===== config.mk =====
export PLATFORM = sky130hd
export DESIGN_NAME = clk_gen_top
export DESIGN_NICKNAME = d
export VERILOG_FILES = /design/src/design/clk_gen_pkg.sv /design/src/design/clk_sw_if.sv /design/src/design/clk_switch.sv /design/src/design/clk_gen_top.sv
export SDC_FILE = /design/constraint.sdc
export NUM_CORES = 1
export LEC_CHECK = 0
export BUFFER_PORTS_ARGS = -buffer_cell sky130_fd_sc_hd__buf_2
export CAP_MARGIN = 20
export CELL_PAD_IN_SITES_DETAIL_PLACEMENT = 1
export CELL_PAD_IN_SITES_GLOBAL_PLACEMENT = 1
export CORE_MARGIN = 1.5
export CORE_UTILIZATION = 39
export DETAILED_ROUTE_END_ITERATION = 10
export MAX_ROUTING_LAYER = met4
export PLACE_DENSITY = 0.78
export RECOVER_POWER = 50
export SLEW_MARGIN = 20
export SYNTH_ARGS = -nofsm -noshare
export SYNTH_HDL_FRONTEND = slang
export SYNTH_SLANG_ARGS = --single-unit

===== constraint.sdc =====
create_clock -name mclk -period 1.8 [get_ports mclk]
set_input_delay 0.09 -clock mclk [delete_from_list [all_inputs] [get_ports mclk]]
set_output_delay 0.09 -clock mclk [all_outputs]
set_load 0.02 [all_outputs]

===== src/design/clk_gen_pkg.sv =====
// Constants, register map and encodings for the clock generation block.
// Assumes a single 100 MHz control clock; oscillator levels arrive synchronous to it.
package clk_gen_pkg;

  localparam int CLK_PERIOD_NS  = 10;
  localparam int PLL_SETTLE_NS  = 100000;
  localparam int SYSOSC_WAKE_NS = 500000;
  localparam int PLL_LOCK_CYCLES  = (PLL_SETTLE_NS + CLK_PERIOD_NS - 1) / CLK_PERIOD_NS;
  localparam int SYSOSC_RDY_CYCLES = (SYSOSC_WAKE_NS + CLK_PERIOD_NS - 1) / CLK_PERIOD_NS;

  localparam int ADDR_W   = 8;
  localparam int DATA_W   = 32;
  localparam int NUM_SRC  = 5;

  // Register byte addresses
  localparam logic [7:0] PLL_CTRL_ADDR = 8'h00;
  localparam logic [7:0] MAIN_SEL_ADDR = 8'h04;
  localparam logic [7:0] CLOCK_OUTPUT_PIN_ADDR   = 8'h08;
  localparam logic [7:0] OSC_CTRL_ADDR = 8'h0c;
  localparam logic [7:0] STATUS_ADDR   = 8'h10;

  // Field positions
  localparam int MSEL_LSB   = 0;
  localparam int MSEL_W     = 5;
  localparam int PSEL_LSB   = 5;
  localparam int PSEL_W     = 2;
  localparam int PLL_PD_BIT = 7;
  localparam int PLL_SRC_BIT = 8;
  localparam int SEL_LSB    = 0;
  localparam int MAIN_SEL_W = 3;
  localparam int CO_SEL_W   = 2;
  localparam int CO_EN_BIT  = 2;
  localparam int SYSOSC_EN_BIT = 0;
  localparam int WDF_LSB    = 1;
  localparam int WDF_W      = 4;
  localparam int WDT_SEL_BIT = 5;
  localparam int ST_LOCK_BIT = 0;
  localparam int ST_SOSC_BIT = 1;
  localparam int ST_BUSY_BIT = 2;
  localparam int ST_ACT_LSB  = 3;

  // Reset values
  localparam logic [MSEL_W-1:0] MSEL_RST  = 5'h00;
  localparam logic [PSEL_W-1:0] PSEL_RST  = 2'h0;
  localparam logic [WDF_W-1:0]  WDF_RST   = 4'h0;

  // RTC dividers on 32 kHz edges
  localparam int RTC_CNT_W  = 15;
  localparam int RTC_KHZ_BIT = 4;
  localparam int RTC_HZ_BIT  = 14;

  typedef enum logic [2:0] {
    MAIN_IRC    = 3'b000,
    MAIN_PLL_IN = 3'b001,
    MAIN_WDOSC  = 3'b010,
    MAIN_PLL    = 3'b011,
    MAIN_RTC32K = 3'b100
  } main_src_t;

  typedef enum logic [1:0] {
    CO_IRC    = 2'b00,
    CO_SYSOSC = 2'b01,
    CO_WDOSC  = 2'b10,
    CO_MAIN   = 2'b11
  } clock_output_pin_src_t;

endpackage


===== src/design/clk_sw_if.sv =====
// Bundle between the control top and the glitch-free main clock switch.
// Assumes both ends share mclk.
`timescale 1ns/10ps
interface clk_sw_if;
  import clk_gen_pkg::*;
  logic [NUM_SRC-1:0] src;
  logic [NUM_SRC-1:0] sel;
  logic [NUM_SRC-1:0] act;
  logic               busy;
  logic               clk_out;
  modport ctrl (output src, output sel, input act, input busy, input clk_out);
  modport sw   (input src, input sel, output act, output busy, output clk_out);
endinterface


===== src/design/clk_switch.sv =====
// Glitch-free clock selector over sampled clock levels.
// Assumes sources are levels synchronous to mclk and sel is one-hot.
`timescale 1ns/10ps
module clk_switch
  import clk_gen_pkg::*;
(
  input  wire logic mclk,
  input  wire logic rst_b,
  input  wire logic ce,
  clk_sw_if.sw      bus
);

  logic [NUM_SRC-1:0] en_reg;
  logic               out_reg;

  // Enables change only while the source is low, so no pulse is ever cut
  genvar i;
  generate
    for (i = 0; i < NUM_SRC; i++) begin : g_src
      always_ff @(posedge mclk or negedge rst_b) begin
        if (!rst_b) begin
          en_reg[i] <= (i == 0);
        end else if (ce && !bus.src[i]) begin
          if (en_reg[i] && !bus.sel[i]) begin
            en_reg[i] <= 1'b0;
          end else if (!en_reg[i] && bus.sel[i] && ((en_reg & ~(NUM_SRC'(1) << i)) == '0)) begin
            en_reg[i] <= 1'b1;
          end
        end
      end
    end
  endgenerate

  always_ff @(posedge mclk or negedge rst_b) begin
    if (!rst_b) begin
      out_reg <= 1'b0;
    end else if (ce) begin
      out_reg <= |(en_reg & bus.src);
    end
  end

  assign bus.act     = en_reg;
  assign bus.busy    = (en_reg != bus.sel);
  assign bus.clk_out = out_reg;

endmodule


===== src/design/clk_gen_top.sv =====
// Clock generation and selection: PLL model, main clock switch, clock output, RTC dividers.
// Assumes oscillator levels are synchronous to mclk and software keeps PLL limits.
//
// Overview of operation
// - Run from internal RC after any reset
// - PLL powered off and bypassed after reset
// - PLL multiplier accepts integers 1 to 32
// - Post-divider offers ratios 2, 4, 8, 16
// - PLL output always has 50 % duty; while powered down, pll_clk passes the reference through with its own duty
// - Clock output muxes RC, sysosc, watchdog, main
// - System oscillator usable about 500 us after enable
// - RTC oscillator gives 1 Hz, 1 kHz, 32 kHz
// - Watchdog oscillator drives CPU, timer or output
// - Internal RC clocks watchdog timer or PLL
// - System oscillator feeds CPU directly or via PLL
//
// The plain strobed port and the register offsets were left to the implementer.
`timescale 1ns/10ps
module clk_gen_top
  import clk_gen_pkg::*;
#(
  parameter int unsigned PLL_LOCK_CYC   = PLL_LOCK_CYCLES,
  parameter int unsigned SYSOSC_RDY_CYC = SYSOSC_RDY_CYCLES
) (
  input  wire logic              mclk,
  input  wire logic              rst_b,
  input  wire logic              ce,
  input  wire logic [ADDR_W-1:0] addr,
  input  wire logic [DATA_W-1:0] wdata,
  input  wire logic              wr_stb,
  input  wire logic              rd_stb,
  output logic      [DATA_W-1:0] rdata,
  input  wire logic              internal_rc_osc,
  input  wire logic              sysosc_in,
  input  wire logic              wdosc_in,
  input  wire logic              rtc32k_in,
  output logic                   sysosc_en,
  output logic      [WDF_W-1:0]  wdosc_freq,
  output logic                   pll_pd,
  output logic                   pll_clk,
  output logic                   main_clk,
  output logic                   clock_output_pin,
  output logic                   watchdog_timer_clk,
  output logic                   rtc_1hz,
  output logic                   rtc_1khz,
  output logic                   rtc_32k
);

  clk_sw_if sw_bus ();

  // Counters sized to their terminal counts
  localparam int LOCK_CNT_W = $clog2(PLL_LOCK_CYC + 1);
  localparam int SOSC_CNT_W = $clog2(SYSOSC_RDY_CYC + 1);

  // Control registers
  logic [MSEL_W-1:0]     msel_reg;
  logic [PSEL_W-1:0]     psel_reg;
  logic                  pll_pd_reg;
  logic                  pll_src_reg;
  main_src_t             main_sel_reg;
  clock_output_pin_src_t           co_sel_reg;
  logic                  co_en_reg;
  logic                  sysosc_en_reg;
  logic [WDF_W-1:0]      wdf_reg;
  logic                  wdt_sel_reg;

  // Status and datapath state
  logic [LOCK_CNT_W-1:0] lock_cnt_reg;
  logic                  lock_reg;
  logic [SOSC_CNT_W-1:0] sosc_cnt_reg;
  logic                  sosc_rdy_reg;
  logic [3:0]            div_cnt_reg;
  logic                  pll_out_reg;
  logic                  co_reg;
  logic                  wdt_reg;
  logic                  rtc32_prev_reg;
  logic                  rtc_arm_reg;
  logic [RTC_CNT_W-1:0]  rtc_cnt_reg;
  logic [DATA_W-1:0]     rdata_reg;
  logic [DATA_W-1:0]     rdata_next;
  logic [DATA_W-1:0]     status_word;

  logic                  wr_pll;
  logic                  wr_main;
  logic                  wr_co;
  logic                  wr_osc;
  logic                  pll_in;
  logic [3:0]            half_cnt;
  logic [NUM_SRC-1:0]    sel_onehot;

  // Strobes count only while the clock enable runs
  assign wr_pll  = ce && wr_stb && (addr == PLL_CTRL_ADDR);
  assign wr_main = ce && wr_stb && (addr == MAIN_SEL_ADDR);
  assign wr_co   = ce && wr_stb && (addr == CLOCK_OUTPUT_PIN_ADDR);
  assign wr_osc  = ce && wr_stb && (addr == OSC_CTRL_ADDR);

  // PLL configuration; powered down and bypassed from reset
  always_ff @(posedge mclk or negedge rst_b) begin
    if (!rst_b) begin
      msel_reg    <= MSEL_RST;
      psel_reg    <= PSEL_RST;
      pll_pd_reg  <= 1'b1;
      pll_src_reg <= 1'b0;
    end else if (wr_pll) begin
      msel_reg    <= wdata[MSEL_LSB +: MSEL_W];
      psel_reg    <= wdata[PSEL_LSB +: PSEL_W];
      pll_pd_reg  <= wdata[PLL_PD_BIT];
      pll_src_reg <= wdata[PLL_SRC_BIT];
    end
  end

  // Main clock selection; internal RC after any reset
  always_ff @(posedge mclk or negedge rst_b) begin
    if (!rst_b) begin
      main_sel_reg <= MAIN_IRC;
    end else if (wr_main) begin
      // Unknown codes keep the current selection
      case (wdata[SEL_LSB +: MAIN_SEL_W])
        MAIN_IRC:    main_sel_reg <= MAIN_IRC;
        MAIN_PLL_IN: main_sel_reg <= MAIN_PLL_IN;
        MAIN_WDOSC:  main_sel_reg <= MAIN_WDOSC;
        MAIN_PLL:    main_sel_reg <= MAIN_PLL;
        MAIN_RTC32K: main_sel_reg <= MAIN_RTC32K;
        default:     main_sel_reg <= main_sel_reg;
      endcase
    end
  end

  // Clock output selection
  always_ff @(posedge mclk or negedge rst_b) begin
    if (!rst_b) begin
      co_sel_reg <= CO_IRC;
      co_en_reg  <= 1'b0;
    end else if (wr_co) begin
      co_sel_reg <= clock_output_pin_src_t'(wdata[SEL_LSB +: CO_SEL_W]);
      co_en_reg  <= wdata[CO_EN_BIT];
    end
  end

  // Oscillator controls
  always_ff @(posedge mclk or negedge rst_b) begin
    if (!rst_b) begin
      sysosc_en_reg <= 1'b0;
      wdf_reg       <= WDF_RST;
      wdt_sel_reg   <= 1'b0;
    end else if (wr_osc) begin
      sysosc_en_reg <= wdata[SYSOSC_EN_BIT];
      wdf_reg       <= wdata[WDF_LSB +: WDF_W];
      wdt_sel_reg   <= wdata[WDT_SEL_BIT];
    end
  end

  // Lock timer restarts on any reconfiguration; status only, selection is not gated
  always_ff @(posedge mclk or negedge rst_b) begin
    if (!rst_b) begin
      lock_cnt_reg <= '0;
      lock_reg     <= 1'b0;
    end else if (ce) begin
      if (pll_pd_reg || wr_pll) begin
        lock_cnt_reg <= '0;
        lock_reg     <= 1'b0;
      end else if (lock_cnt_reg >= LOCK_CNT_W'(PLL_LOCK_CYC - 1)) begin
        lock_reg     <= 1'b1;
      end else begin
        lock_cnt_reg <= lock_cnt_reg + LOCK_CNT_W'(1);
      end
    end
  end

  // System oscillator start-up wait
  always_ff @(posedge mclk or negedge rst_b) begin
    if (!rst_b) begin
      sosc_cnt_reg <= '0;
      sosc_rdy_reg <= 1'b0;
    end else if (ce) begin
      if (!sysosc_en_reg) begin
        sosc_cnt_reg <= '0;
        sosc_rdy_reg <= 1'b0;
      end else if (sosc_cnt_reg >= SOSC_CNT_W'(SYSOSC_RDY_CYC - 1)) begin
        sosc_rdy_reg <= 1'b1;
      end else begin
        sosc_cnt_reg <= sosc_cnt_reg + SOSC_CNT_W'(1);
      end
    end
  end

  // PLL reference: internal RC or system oscillator
  // Reference change is not glitch-guarded; make it while powered down
  assign pll_in = pll_src_reg ? sysosc_in : internal_rc_osc;

  // Post-divider half period is ratio/2, so duty is exactly half
  assign half_cnt = 4'h1 << psel_reg;

  always_ff @(posedge mclk or negedge rst_b) begin
    if (!rst_b) begin
      div_cnt_reg <= '0;
      pll_out_reg <= 1'b0;
    end else if (ce) begin
      if (pll_pd_reg) begin
        div_cnt_reg <= '0;
        pll_out_reg <= pll_in;
      end else if (div_cnt_reg >= half_cnt - 4'h1) begin
        div_cnt_reg <= '0;
        pll_out_reg <= ~pll_out_reg;
      end else begin
        div_cnt_reg <= div_cnt_reg + 4'h1;
      end
    end
  end

  // One-hot request into the glitch-free switch
  always_comb begin
    sel_onehot = '0;
    case (main_sel_reg)
      MAIN_IRC:    sel_onehot[MAIN_IRC] = 1'b1;
      MAIN_PLL_IN: sel_onehot[MAIN_PLL_IN] = 1'b1;
      MAIN_WDOSC:  sel_onehot[MAIN_WDOSC] = 1'b1;
      MAIN_PLL:    sel_onehot[MAIN_PLL] = 1'b1;
      MAIN_RTC32K: sel_onehot[MAIN_RTC32K] = 1'b1;
      default:     sel_onehot[MAIN_IRC] = 1'b1;
    endcase
  end

  assign sw_bus.src[MAIN_IRC]    = internal_rc_osc;
  assign sw_bus.src[MAIN_PLL_IN] = pll_in;
  assign sw_bus.src[MAIN_WDOSC]  = wdosc_in;
  assign sw_bus.src[MAIN_PLL]    = pll_out_reg;
  assign sw_bus.src[MAIN_RTC32K] = rtc32k_in;
  assign sw_bus.sel              = sel_onehot;

  clk_switch u_switch (
    .mclk  (mclk),
    .rst_b (rst_b),
    .ce    (ce),
    .bus   (sw_bus.sw)
  );

  // Clock output pin mux; idles low when disabled
  always_ff @(posedge mclk or negedge rst_b) begin
    if (!rst_b) begin
      co_reg <= 1'b0;
    end else if (ce) begin
      if (!co_en_reg) begin
        co_reg <= 1'b0;
      end else begin
        case (co_sel_reg)
          CO_IRC:    co_reg <= internal_rc_osc;
          CO_SYSOSC: co_reg <= sysosc_in;
          CO_WDOSC:  co_reg <= wdosc_in;
          CO_MAIN:   co_reg <= sw_bus.clk_out;
          default:   co_reg <= 1'b0;
        endcase
      end
    end
  end

  // Watchdog timer clock source
  always_ff @(posedge mclk or negedge rst_b) begin
    if (!rst_b) begin
      wdt_reg <= 1'b0;
    end else if (ce) begin
      wdt_reg <= wdt_sel_reg ? wdosc_in : internal_rc_osc;
    end
  end

  // RTC divisions from 32 kHz edges: /32 gives 1 kHz, /32768 gives 1 Hz
  always_ff @(posedge mclk or negedge rst_b) begin
    if (!rst_b) begin
      rtc32_prev_reg <= 1'b0;
      rtc_arm_reg    <= 1'b0;
      rtc_cnt_reg    <= '0;
    end else if (ce) begin
      rtc32_prev_reg <= rtc32k_in;
      rtc_arm_reg    <= 1'b1;
      // A pin already high at release is not a rising edge
      if (rtc_arm_reg && rtc32k_in && !rtc32_prev_reg) begin
        rtc_cnt_reg <= rtc_cnt_reg + 15'h1;
      end
    end
  end

  // Status word kept apart so the read mux stays a plain select
  always_comb begin
    status_word                        = '0;
    status_word[ST_LOCK_BIT]           = lock_reg;
    status_word[ST_SOSC_BIT]           = sosc_rdy_reg;
    status_word[ST_BUSY_BIT]           = sw_bus.busy;
    status_word[ST_ACT_LSB +: NUM_SRC] = sw_bus.act;
  end

  // Read mux; unmapped addresses read zero
  always_comb begin
    rdata_next = '0;
    case (addr)
      PLL_CTRL_ADDR: begin
        rdata_next[MSEL_LSB +: MSEL_W] = msel_reg;
        rdata_next[PSEL_LSB +: PSEL_W] = psel_reg;
        rdata_next[PLL_PD_BIT]         = pll_pd_reg;
        rdata_next[PLL_SRC_BIT]        = pll_src_reg;
      end
      MAIN_SEL_ADDR: rdata_next[SEL_LSB +: MAIN_SEL_W] = main_sel_reg;
      CLOCK_OUTPUT_PIN_ADDR: begin
        rdata_next[SEL_LSB +: CO_SEL_W] = co_sel_reg;
        rdata_next[CO_EN_BIT]           = co_en_reg;
      end
      OSC_CTRL_ADDR: begin
        rdata_next[SYSOSC_EN_BIT]    = sysosc_en_reg;
        rdata_next[WDF_LSB +: WDF_W] = wdf_reg;
        rdata_next[WDT_SEL_BIT]      = wdt_sel_reg;
      end
      STATUS_ADDR:   rdata_next = status_word;
      default: rdata_next = '0;
    endcase
  end

  // Read data stands only in the cycle after the strobe
  // Zero outside that cycle keeps a stale word off the bus
  always_ff @(posedge mclk or negedge rst_b) begin
    if (!rst_b) begin
      rdata_reg <= '0;
    end else if (ce) begin
      rdata_reg <= rd_stb ? rdata_next : '0;
    end
  end

  assign rdata              = rdata_reg;
  assign sysosc_en          = sysosc_en_reg;
  assign wdosc_freq         = wdf_reg;
  assign pll_pd             = pll_pd_reg;
  assign pll_clk            = pll_out_reg;
  assign main_clk           = sw_bus.clk_out;
  assign clock_output_pin   = co_reg;
  assign watchdog_timer_clk = wdt_reg;
  assign rtc_1khz           = rtc_cnt_reg[RTC_KHZ_BIT];
  assign rtc_1hz            = rtc_cnt_reg[RTC_HZ_BIT];
  assign rtc_32k            = rtc32_prev_reg;

endmodule


* Word level (Yosys, flattened, before mapping)
Index checks and enable logic that the tools add are counted.
** Word-level totals
- Register bits after elaboration :: 115
- Output and inout port bits :: 45
- Word-level logic and storage cells :: 167
** Cells by class
- Add/sub/neg operators :: 5
- Magnitude comparators :: 3
- Equal/unequal tests :: 19
- Shifts and indexed selects :: 1
- Multiplexer cells :: 36
- Bitwise logic cells :: 2
- Reduce and logical (&&, ||, !) cells :: 73
** Operator list (number)
- 16-bit two-way mux :: 2
- 3-bit case mux with 5 select lines :: 2
- 14-bit two-way mux :: 2
- 1-bit logical AND :: 27
- 5-bit logical NOT :: 5
- 1-bit two-way mux :: 24
- 2-bit AND reduction :: 12
- 16-bit by 1-bit adder with 16-bit output, second input constant :: 1
- 8-bit by 4-bit equality test with 1-bit output, second input constant :: 2
- 16-bit >= comparator, second input constant :: 1
- 15-bit by 1-bit adder with 15-bit output, second input constant :: 1
- 1-bit logical NOT :: 15
- 14-bit by 1-bit adder with 14-bit output, second input constant :: 1
- 14-bit >= comparator, second input constant :: 1
- 2-bit nonzero test :: 7
- 3-bit by 2-bit equality test with 1-bit output, second input constant :: 4
- 9-bit two-way mux :: 1
- 3-bit case mux with 3 select lines :: 1
- 8-bit by 3-bit equality test with 1-bit output, second input constant :: 1
- 8-bit by 5-bit equality test with 1-bit output, second input constant :: 1
- 8-bit logical NOT :: 1
- 4-bit two-way mux :: 2
- 3-bit by 1-bit equality test with 1-bit output, second input constant :: 2
- 3-bit equality test, second input constant :: 2
- other kinds (19) :: 21

* Longest topological paths before layout
- Depth in word-level cells :: 7
- Depth in mapped cells :: 9
- Mapped depth without buffers :: 9

* By module
Synthesis repeated with hierarchy kept, for this count alone.
** Unflattened totals
- Cell total of the unflattened synthesis :: 520
- Area total of the unflattened synthesis :: 5167.5 um^2
** By module, submodules not included
- clk_gen_top :: instances 1, cells an instance 469, area an instance 4678.2 um^2, seq. area each 2153.3 um^2
- clk_switch :: instances 1, cells an instance 51, area an instance 489.2 um^2, seq. area each 151.4 um^2

* Worst setup path after synthesis
OpenSTA, ideal clock, no wires.
- Path type :: register -> register
- Start point :: reg sosc_cnt_reg[0]
- End point :: reg sosc_cnt_reg[2]
- Arrival time :: 1.784 ns
- Required time :: 1.674 ns
- Path slack :: -0.110 ns
- Stages on the path, launching flop included :: 7
- Path buffers :: 0
- Clock period less this slack :: 1.910 ns
- Cell sequence :: dfrtp_1 > ha_1 > nand3_1 > a2111oi_2 > nor2_1 > and3_1 > a311o_1
** Between the ends
- Longest elaborated chain between the ends :: 3
- Elaborated cells between the ends (all ways) :: 6
** Ends and longest elaborated chain
- start: declaration :: line clk_gen_top.sv:70 : logic [SOSC_CNT_W-1:0] sosc_cnt_reg;
- start signal: assignment :: line clk_gen_top.sv:182 : sosc_cnt_reg <= sosc_cnt_reg + SOSC_CNT_W'(1);
- 16-bit by 1-bit adder with 16-bit output / 16-bit >= comparator (equally long branches) :: line clk_gen_top.sv:182, clk_gen_top.sv:179
- 16-bit two-way mux / 2-bit inequality test (equally long branches)
- 16-bit two-way mux / 2-bit AND reduction (equally long branches)
Parallel ways exist; a longest one is shown, timed or not. The select of a mux whose other input is x is not followed.
A chain may end at the register's enable or synchronous reset.

* Worst setup path in the final report
- Start point :: reg sosc_cnt_reg[1]
- End point :: reg sosc_cnt_reg[13]
Same word-level chain as after synthesis.

==> out/metrics.yaml <==
layout:
  n_antenna_cell: 0
  drive_above_1_share: 0.3543
  largest_reg_flops: 16
  finish.utilization: 0.5287
  area_delta_synth_final_pct: 31.98
  nNetsFinal: 682
floorplan:
  fp.coreArea_sq_um: 12620
  die_h_um: 116.8
  initial_core_util: 0.4006
  fp.dieW_um: 116.8
  ios: 94
  die-area_sq_um: 13650
  fp-row-count: 41
timing:
  fin_worst_skew_ns: 0.01312
  worst_pin_slew_ns: 1.295
  rsz0062_at_grt: "yes"
  max_freq_mhz: 505.1
  period_share: 1.100
  holdWs_ns: 0.01294
  max_slew_margin: 0.1367
  final_max_slew_viol_count: 0
  min_period_ns: 1.980
  setup_viol: 14
  fin_ws_ns: -0.1798
  report.final.hold_viol_count: 0
drt:
  drtIter0Drc: 183
  routed-via-count: 4387
  firstDrtPassIters: 6
  wire_per_inst_um: 19.75
  drc: 0
  vias_per_cell: 5.532
  totalWireLength_um: 15660
  ant_nets: 0
setup_path:
  cp.required_ns: 2.09
  arrival_ns: 2.27
  r2r-start: "sosc_cnt_reg[1]"
  worst_setup_path_start_kind: "flop"
  regToRegSetupSlack_ns: -0.18
  critPathCaptureType: "flop"
  rr_worst_depth: 5
  crit_fanout: 4
  path_class: "reg -> reg"
  timing.rr.end: "sosc_cnt_reg[13]"
synthesis:
  synth_top_area_frac: 0.4455
  ys_seq_elements: 92
  yosys_warnings: 0
  yosysTopAreaCell: "dfrtp_1"
  synth_most_common_cell: "dfrtp_1"
  ys_seq_area_frac: 0.4559
  yosys_most_used_dff: "dfrtp_1"
  syn-instance-count: 488
  synth_area_sq_um: 5055
  synth.distinct_cells: 72
  yosys-top-cells-count: "dfrtp_1, nor2_1, nand2_1"
  synth_area_leaders: "dfrtp_1, ha_1, buf_4"
  async_flop_share: 1.000
  avgSynthCellArea_sq_um: 10.36
  synth_edf_count: 0
outcome:
  status: "finished with violations"
  violations: "negative setup slack"
grt:
  top_usage_layer: "met2"
  overflow: 0
  grtUsageMet2: 0.4386
  grtUsageMet1: 0.2916
  met3_usage: 0.02987
  antenna_found_initial: 0
  grt_max_degree: 93
  grt_pass1_wl_um: 25410
  track_usage: 0.2519
  grt_pass1_vias: 4876
cts:
  cts_root_buf: "clkbuf_16"
  cts.sinks: 92
  clk_latency_ns: 0.36
  htreeDepth: 3
  cts_tree: "yes"
  cts.path.max_buffers: 2
  cts_buffers: 9
  clk_pin_slew_worst_paths_ns: 0.07
place:
  pre_cts_ws_ns: -0.1636
  port_buffers: 47
  gp_congestion: 0.8307
  dp_hpwl_um: 10230
worst_hold_path:
  hp-class: "in -> reg"
  worstHoldStart: "wdata[7]"
  min_path_cells: 2
  holdPathEnd: "pll_pd"
pwr:
  peakVddDrop_mv: 0.5025
  power_per_cell_area_nw_per_um2: 790.7
  leakage_nw: 3.171
run:
  drv_cap: 0
cell families after synthesis:
group                    after synthesis  share of synthesized area
adder cells (fa/ha/maj)               17                    0.04208
AND/OR/NAND/NOR                      173                     0.1898
XOR/XNOR                              19                    0.03292
buffers and inverters                 61                    0.06411
multiplexers                          38                    0.08341
AO/OA/AOI/OAI                         87                     0.1309
other                                  1                  0.0007419
flip-flops                            92                     0.4559
cells in the final DEF (no fill, tap or decap), types with 4 or more instances in the layout:
cell type and instances:
dfrtp_1 89, buf_4 72, buf_2 45, nand2_1 32, nor2_1 31, inv_1 24, conb_1 23, xnor2_1 16
nand3_1 15, mux2_2 14, mux2i_1 13, ha_1 13, nand4_1 12, a31oi_1 12, o2bb2ai_1 12, and3_1 11
nor3_1 9, mux2_1 9, clkbuf_16 9, o21ai_0 6, a21oi_1 6, dlygate4sd3_1 6, nor2_2 5, a41oi_1 5
buf_6 5, nand3_2 4, nor4_4 4, nor2b_1 4
layout make-up:
class                           instances  area, sq um
Fill cell                            1421         5948
Multi-Input combinational cell        357         2848
Sequential cell                        92         2306
Timing Repair Buffer                  131        900.9
Clock buffer                           10        239.0
Tap cell                              172        215.2
Inverter                               25        93.84
Clock inverter                          6        68.82
metrics by stage:
stage               instances  cell area, sq um  total power, W  TNS [ns]
global placement          757              5894        0.003071   -0.4396
CTS                       788              6465        0.005145   -0.7997
floorplan                 510              5179        0.002822   -0.2784
global route              793              6671        0.005465    -2.469
detailed placement        757              5894        0.003121    -1.021
finish                    793              6671        0.005275    -1.458
worst max path at each step:
stage                           startpoint               end  slack (ns)  cells past startpoint
after CTS                 sosc_cnt_reg[11]  sosc_cnt_reg[14]       -0.12                      5
after detailed placement       psel_reg[1]    div_cnt_reg[2]       -0.16                      8
after floorplan           sosc_cnt_reg[11]  sosc_cnt_reg[14]       -0.07                      5
after global routing      sosc_cnt_reg[11]  sosc_cnt_reg[12]       -0.25                      5
after global placement    sosc_cnt_reg[11]  sosc_cnt_reg[14]        -0.1                      5
final                      sosc_cnt_reg[1]  sosc_cnt_reg[13]       -0.18                      5
layer usage:
layer  routed length, um  vias up
li1                    -     2004
met1                6418     2227
met2                8334      129
met3                 483       27
met4                 426        0
met5                   0        -
power by group:
group | total (W) | switching [W] | leakage, nW | internal (W)
logic | 0.000894 | 0.000499 | 1.78 | 0.000395
clock network | 0.00201 | 0.000883 | 0.155 | 0.00113
registers | 0.00237 | 0.000155 | 1.24 | 0.00222
worst max-delay path, stage by stage (launching register included):
cell and delay (ns):
dfrtp_1 0.42, buf_6 0.12, nand4_1 0.21, or4_4 0.64, or4_4 0.44, nand3_2 0.08
repair_timing:
item,CTS,global route
gates resized for setup,28,36
pin swaps,12,11
endpoints found under the setup margin,15,35
setup buffers,10,5
endpoints found under the hold margin,97,0
hold buffers,6,0
Power figures use the tool's default switching activity.
